`config.mk`:
```
export PLATFORM = sky130hd
export DESIGN_NAME = gpe_event_steer
export DESIGN_NICKNAME = d
export VERILOG_FILES = /design/src/include/gpe_pkg.sv /design/src/logic/gpe_event_steer.sv /design/src/logic/gpe_port_route.sv
export VERILOG_INCLUDE_DIRS = /design/src /design/src/include
export SDC_FILE = /design/constraint.sdc
export NUM_CORES = 1
export LEC_CHECK = 0
export ABC_AREA = 1
export BUFFER_PORTS_ARGS = -buffer_cell sky130_fd_sc_hd__buf_2
export CORE_MARGIN = 4
export CORE_UTILIZATION = 35
export CTS_BUF_LIST = sky130_fd_sc_hd__clkbuf_8
export DETAILED_ROUTE_END_ITERATION = 8
export GPL_ROUTABILITY_DRIVEN = 0
export GPL_TIMING_DRIVEN = 0
export HOLD_SLACK_MARGIN = 0.05
export PLACE_DENSITY = 0.93
export SLEW_MARGIN = 20
export SYNTH_ARGS = -nofsm -noshare
export SYNTH_HDL_FRONTEND = slang
export SYNTH_SLANG_ARGS = --single-unit
```
`constraint.sdc`:
```
create_clock -name CLK_SYS -period 1.1 [get_ports CLK_SYS]
set_clock_uncertainty 0.05 [all_clocks]
set_input_delay 0.055 -clock CLK_SYS [delete_from_list [all_inputs] [get_ports CLK_SYS]]
set_output_delay 0.055 -clock CLK_SYS [all_outputs]
set_load 0.1 [all_outputs]
```
`src/include/gpe_regs.svh`:
```
// Purpose: register offsets, field positions and reset values of the event steering block
// Assumes: byte addresses on a 12-bit wishbone address
// Notes: definitions only
`ifndef GPE_REGS_SVH
`define GPE_REGS_SVH

// register byte offsets
`define GPE_CTL_OFS 12'h450
`define GPE_STS_OFS 12'h454

// field positions, shared by control and status
`define GPE_INV_BIT 0
`define GPE_P2_BIT 2
`define GPE_P4_BIT 4

// reset values
`define GPE_CTL_RST 32'h0000_0000
`define GPE_STS_RST 32'h0000_0000

`endif

```
`src/include/gpe_pkg.sv`:
```
// Purpose: shared types of the event steering block
// Assumes: 32-bit wishbone data
// Notes: constants live in gpe_regs.svh
package gpe_pkg;
  typedef logic [31:0] gpe_word_t; // one register word
  typedef logic [11:0] gpe_addr_t; // byte address
endpackage : gpe_pkg

```
`src/logic/gpe_event_steer.sv`:
```
// Purpose: general purpose event steering for downstream ports 2 and 4
// Assumes: port event requests, warm reset and pin function select are on CLK_SYS
// Notes: control bits survive warm reset; only SYS_RST clears them
//
// Design decision made here: the Wishbone register port.
`timescale 1ns/1ps
`include "gpe_regs.svh"

// Functional notes
// - pin active low, or high when inverted
// - port 2 redirect suppresses native notifications
// - port 4 redirect suppresses native notifications
// - pin driven only in alternate function
// - port 2 status shows its pin signalling
// - port 4 status shows its pin signalling
// - status never set without redirect enable
// - control bits reset zero, survive warm reset
module gpe_event_steer (
  input wire logic CLK_SYS,
  input wire logic SYS_RST,
  input wire logic WB_CYC_I,
  input wire logic WB_STB_I,
  input wire logic WB_WE_I,
  input wire gpe_pkg::gpe_addr_t WB_ADR_I,
  input wire logic [3:0] WB_SEL_I,
  input wire gpe_pkg::gpe_word_t WB_DAT_I,
  output gpe_pkg::gpe_word_t WB_DAT_O,
  output logic WB_ACK_O,
  input wire logic WARM_RST,
  input wire logic GPIO7_ALT_EN,
  input wire logic P2_HP_EVT,
  input wire logic P4_HP_EVT,
  output logic P2_NATIVE_EN,
  output logic P4_NATIVE_EN,
  output logic GPIO7_O,
  output logic GPIO7_OE
);

  // sticky control bits
  logic inv_q;
  logic redir2_q;
  logic redir4_q;
  // per-port activity from the routers
  logic act2_q;
  logic act4_q;
  // registered bus answer
  logic ack_q;
  gpe_pkg::gpe_word_t dat_q;

  // bus decode; a request is served in the cycle ack is low
  wire logic bus_req = WB_CYC_I & WB_STB_I & ~ack_q;
  wire logic hit_ctl = (WB_ADR_I == `GPE_CTL_OFS);
  wire logic hit_sts = (WB_ADR_I == `GPE_STS_OFS);
  // only byte lane 0 carries control bits
  wire logic wr_ctl = bus_req & WB_WE_I & hit_ctl & WB_SEL_I[0];

  // register read images; reserved bits read zero
  function automatic gpe_pkg::gpe_word_t pack3(input logic b0, input logic b2, input logic b4);
    gpe_pkg::gpe_word_t w;
    // start from zero so every reserved bit reads zero
    w = 32'h0000_0000;
    w[`GPE_INV_BIT] = b0;
    w[`GPE_P2_BIT] = b2;
    w[`GPE_P4_BIT] = b4;
    return w;
  endfunction : pack3

  // control reads back what software wrote; status shows live flags
  wire gpe_pkg::gpe_word_t ctl_img = pack3(inv_q, redir2_q, redir4_q);
  wire gpe_pkg::gpe_word_t sts_img = pack3(1'b0, act2_q, act4_q);
  // unmapped reads answer zero, unmapped writes are dropped
  wire gpe_pkg::gpe_word_t rd_mux = hit_ctl ? ctl_img : (hit_sts ? sts_img : 32'h0000_0000);

  // any redirected port asserting
  wire logic any_act = act2_q | act4_q;
  // drive the inactive level too, so the pin never floats while owned
  wire logic pin_lvl = inv_q ? any_act : ~any_act;

  // control register: warm reset is deliberately absent here
  always_ff @(posedge CLK_SYS or posedge SYS_RST) begin
    if (SYS_RST) begin
      inv_q <= 1'b0;
      redir2_q <= 1'b0;
      redir4_q <= 1'b0;
    end else if (wr_ctl) begin
      // software write lands at the edge that takes the request
      inv_q <= WB_DAT_I[`GPE_INV_BIT];
      redir2_q <= WB_DAT_I[`GPE_P2_BIT];
      redir4_q <= WB_DAT_I[`GPE_P4_BIT];
    end
  end

  // bus answer: one-cycle ack, registered read data
  always_ff @(posedge CLK_SYS or posedge SYS_RST) begin
    if (SYS_RST) begin
      // no answer and a zero word while in reset
      ack_q <= 1'b0;
      dat_q <= `GPE_STS_RST;
    end else begin
      ack_q <= bus_req;
      // the word stands until the next request replaces it
      if (bus_req) begin
        dat_q <= rd_mux;
      end
    end
  end

  // pin driver; released entirely when the pin is plain gpio
  always_ff @(posedge CLK_SYS or posedge SYS_RST) begin
    if (SYS_RST) begin
      // released, parked at the idle high level
      GPIO7_O <= 1'b1;
      GPIO7_OE <= 1'b0;
    end else begin
      // registered so the pad never sees a decode glitch
      GPIO7_O <= GPIO7_ALT_EN ? pin_lvl : 1'b1;
      GPIO7_OE <= GPIO7_ALT_EN;
    end
  end

  // port 2 steering
  gpe_port_route u_port2 (
    .clk(CLK_SYS),
    .rst(SYS_RST),
    .warm_rst(WARM_RST),
    .evt_req(P2_HP_EVT),
    .redirect(redir2_q),
    .active_q(act2_q),
    .native_en_q(P2_NATIVE_EN)
  );

  // port 4 steering
  gpe_port_route u_port4 (
    .clk(CLK_SYS),
    .rst(SYS_RST),
    .warm_rst(WARM_RST),
    .evt_req(P4_HP_EVT),
    .redirect(redir4_q),
    .active_q(act4_q),
    .native_en_q(P4_NATIVE_EN)
  );

  // bus outputs come straight from their flops
  assign WB_ACK_O = ack_q;
  assign WB_DAT_O = dat_q;
endmodule : gpe_event_steer

```
`src/logic/gpe_port_route.sv`:
```
// Purpose: per-port steering of downstream events onto the general event output
// Assumes: event request comes from port logic on CLK_SYS
// Notes: active flag is non-sticky, cleared by warm reset
`timescale 1ns/1ps
module gpe_port_route (
  input wire logic clk,
  input wire logic rst,
  input wire logic warm_rst,
  input wire logic evt_req,
  input wire logic redirect,
  output logic active_q,
  output logic native_en_q
);
  // event is reported through the shared pin only when redirected
  wire logic active_d = redirect & evt_req & ~warm_rst;
  // native notifications live only while not redirected
  wire logic native_d = ~redirect;

  // status and native enable flops
  always_ff @(posedge clk or posedge rst) begin
    if (rst) begin
      active_q <= 1'b0;
      native_en_q <= 1'b1;
    end else begin
      active_q <= active_d;
      native_en_q <= native_d;
    end
  end
endmodule : gpe_port_route

```
==> out/qor.csv <==
stage;metric;value;unit
timing;timing.hold.ws;0.136;ns
logic_synthesis;synth_seq_cells;13;
detailed_routing;drt_pass1_iterations;4;
final_layout;fin_area;0.00137;mm²
detailed_routing;dr_wl_met3;184;µm
floorplan;die_area;0.00333;mm²
final_layout;antennaDiodeCount;0;
status;violations;setup timing;
critical_path;arrival;1.23;ns
power_and_ir_drop;power_density;1140;mW/mm²
timing;rsz0062_at_grt;true;
floorplan;ioPinCount;94;
global_routing;grt_max_degree;14;
global_routing;antenna_found_initial;0;
clocking;htree_levels;1;
critical_path;critPathBufInv;1;
detailed_routing;drt-met1-wl;611;µm
timing;layout_min_cycle_time;1.15;ns
placed_design;dpl_worst_slack;-0.0828;ns
final_layout;num-nets-final;235;
critical_path;cp_common_cell;nand2_1;
detailed_routing;first_iter_violations;8;
global_routing;grt-ovfl-total;0;
timing;finalCritPeriodShare;105;%
power_and_ir_drop;p_sw_share;44.3;%
critical_path;cp_slowest_cell;dfrtp_4;
timing;setup_violations;3;
detailed_routing;dr.max_layer_used;met4;
power_and_ir_drop;p_sw;0.000692;W
power_and_ir_drop;ir_drop;0.673;mV
timing;fmax;0.866;GHz
hold_path;holdCritPathClass;input port to register;
detailed_routing;wl_met2;920;µm
detailed_routing;vias;771;
critical_path;critical_path_class;register to register;
critical_path;crit_fanout;4;
logic_synthesis;synth_cell_types;22;
detailed_routing;wl_per_cell;8.70;µm
detailed_routing;via_per_inst;3.76;
critical_path;cpPeakStageDelay;0.48;ns
logic_synthesis;syn_area_per_cell;8.39;µm²
power_and_ir_drop;pwr-share-seq;31.2;%
detailed_routing;ant_nets;0;
clocking;clockBufferDepth;2;
global_routing;grt_pass1_vias;730;
logic_synthesis;syn_inst;103;
logic_synthesis;synth-seq-area-share;38.1;%
final_layout;post-route-util;60.1;%
clocking;clk_pin_slew;0.05;ns
job;maxCapViolCount;0;
critical_path;worst_setup_path_start_kind;register;
timing;fin_ws;-0.0544;ns
logic_synthesis;ys.warnings.count;0;
detailed_routing;finalWirelength;1780;µm
clocking;cts_tree;built;
critical_path;timing.rr.start;WB_ACK_O$_DFF_PP0_;
placed_design;numPortBuffers;32;
floorplan;start_util;38.0;%
floorplan;core_area;0.00228;mm²
clocking;cts.root.buffer_cell;clkbuf_8;
placed_design;dp_hpwl;1510;µm
logic_synthesis;syn_area;865;µm²
power_and_ir_drop;combPwrFrac;43.2;%
critical_path;cp_top_family;flip-flops;
final_layout;layout-drive-gt1-share;49.2;%
floorplan;num_rows;17;
final_layout;final_cell_mix;35 x buf_4, 29 x conb_1, 24 x buf_2;
timing;slew_violations;0;
hold_path;min_from;WB_STB_I;
floorplan;die-height;57.7;µm
timing;setup_tns;-0.146;ns
critical_path;cp-startpoint;WB_ACK_O$_DFF_PP0_;
clocking;cts_sinks;13;
timing;finalHoldViolations;0;
floorplan;die_x;57.7;µm
critical_path;endpoint_kind;register;
critical_path;path_cells;nor2_4 -> inv_4 -> nor2_8 -> nand3_4 -> nand2_1 -> nand2_1;
clocking;cts_buffers;3;
global_routing;grt_pass1_wl;2900;µm
placed_design;post_dp_cell_area;0.00117;mm²
final_layout;final_common_cell;buf_4;
global_routing;grt_usage;11.5;%
power_and_ir_drop;leakagePower;0.802;nW
critical_path;required;1.18;ns
power_and_ir_drop;p_int;0.000872;W
status;status;complete, but fails checks;
clocking;clock_latency;0.24;ns
power_and_ir_drop;pwr-share-clk;25.6;%
detailed_routing;drc;0;
final_layout;syn2layout_area_growth;58.2;%
-- state kept, by name, summed over array words and instances (netlist names) --
signal and count:
WB_DAT_O 3, GPIO7_O 1, GPIO7_OE 1, WB_ACK_O 1
inv_q 1, redir2_q 1, redir4_q 1, u_port2.active_q 1
u_port2.native_en_q 1, u_port4.active_q 1, u_port4.native_en_q 1
-- worst min-delay path, cell delays in order --
cell     delay [ns]
buf_2          0.10
nand2_2        0.06
nor2_4         0.04
buf_4          0.13
-- final cells by class --
cell class / instances / area, µm²
timing repair buffer: 42 / 303
fill: 198 / 908
clock buffer: 3 / 41.3
tap: 28 / 35.0
multi-input combinational: 79 / 390
sequential: 13 / 337
clock inverter: 1 / 3.75
inverter: 10 / 40.0
buffer: 29 / 218
-- kinds of logic after synthesis --
family | synth area share [%]
and+or+nand+nor | 30.5
buffers and inverters | 29.8
other | 0.434
DFF | 38.1
AOI/OAI and AO/OA | 1.16
-- stage by stage --
stage / power (W) / instances
3_3_place_gp: 0.00113 / 191
6_report: 0.00156 / 205
4_1_cts: 0.00158 / 204
2_1_floorplan: 0.00108 / 131
3_5_place_dp: 0.00114 / 191
5_1_grt: 0.00163 / 205
-- Yosys cell counts (all sizes together) --
cell type | count | area, µm²
nor2 | 11 | 75.1
nand3b | 1 | 7.51
conb | 1 | 3.75
nor3 | 2 | 21.3
o21ai | 2 | 10.0
nand3 | 6 | 35.0
buf | 29 | 218
dfstp | 3 | 78.8
dfrtp | 10 | 250
inv | 10 | 40.1
nand2 | 25 | 106
nand4 | 3 | 18.8
-- metal layers --
layer  global-route usage [%]  up-vias
li1                         -      406
met3                     2.00        4
met5                        0        -
met4                     9.93        0
met2                     19.8       41
met1                     12.0      320
-- power by group through the flow --
stage / Combinational [W] / Sequential [W] / Clock (W)
floorplan: 0.000554 / 0.000525 / 0
global placement: 0.000638 / 0.000495 / 0
detailed placement: 0.000642 / 0.000495 / 0
CTS: 0.000668 / 0.000487 / 0.000420
global route: 0.000704 / 0.000487 / 0.000440
finish: 0.000676 / 0.000488 / 0.000400
-- path summary, 6_finish.rpt --
check	endpoint	slack (ns)	cells after the start
setup / recovery	redir4_q$_DFFE_PP0P_	-0.05	6
hold / removal	WB_ACK_O$_DFF_PP0_	0.14	4
setup reg to reg	redir4_q$_DFFE_PP0P_	-0.05	6
hold reg to reg	u_port2.native_en_q$_DFF_PP1_	0.41	1
max in group asynchronous	WB_ACK_O$_DFF_PP0_	0.32	3
min in group asynchronous	u_port2.active_q$_DFF_PP0_	0.32	3
-- timing repair --
action,CTS,global route
pin swaps,1,1
gates resized for setup,11,5
hold buffers,8,0
setup buffers,1,1
setup endpoints to repair,10,9
endpoints found under the hold margin,18,0
(Power assumes the default switching activity.)
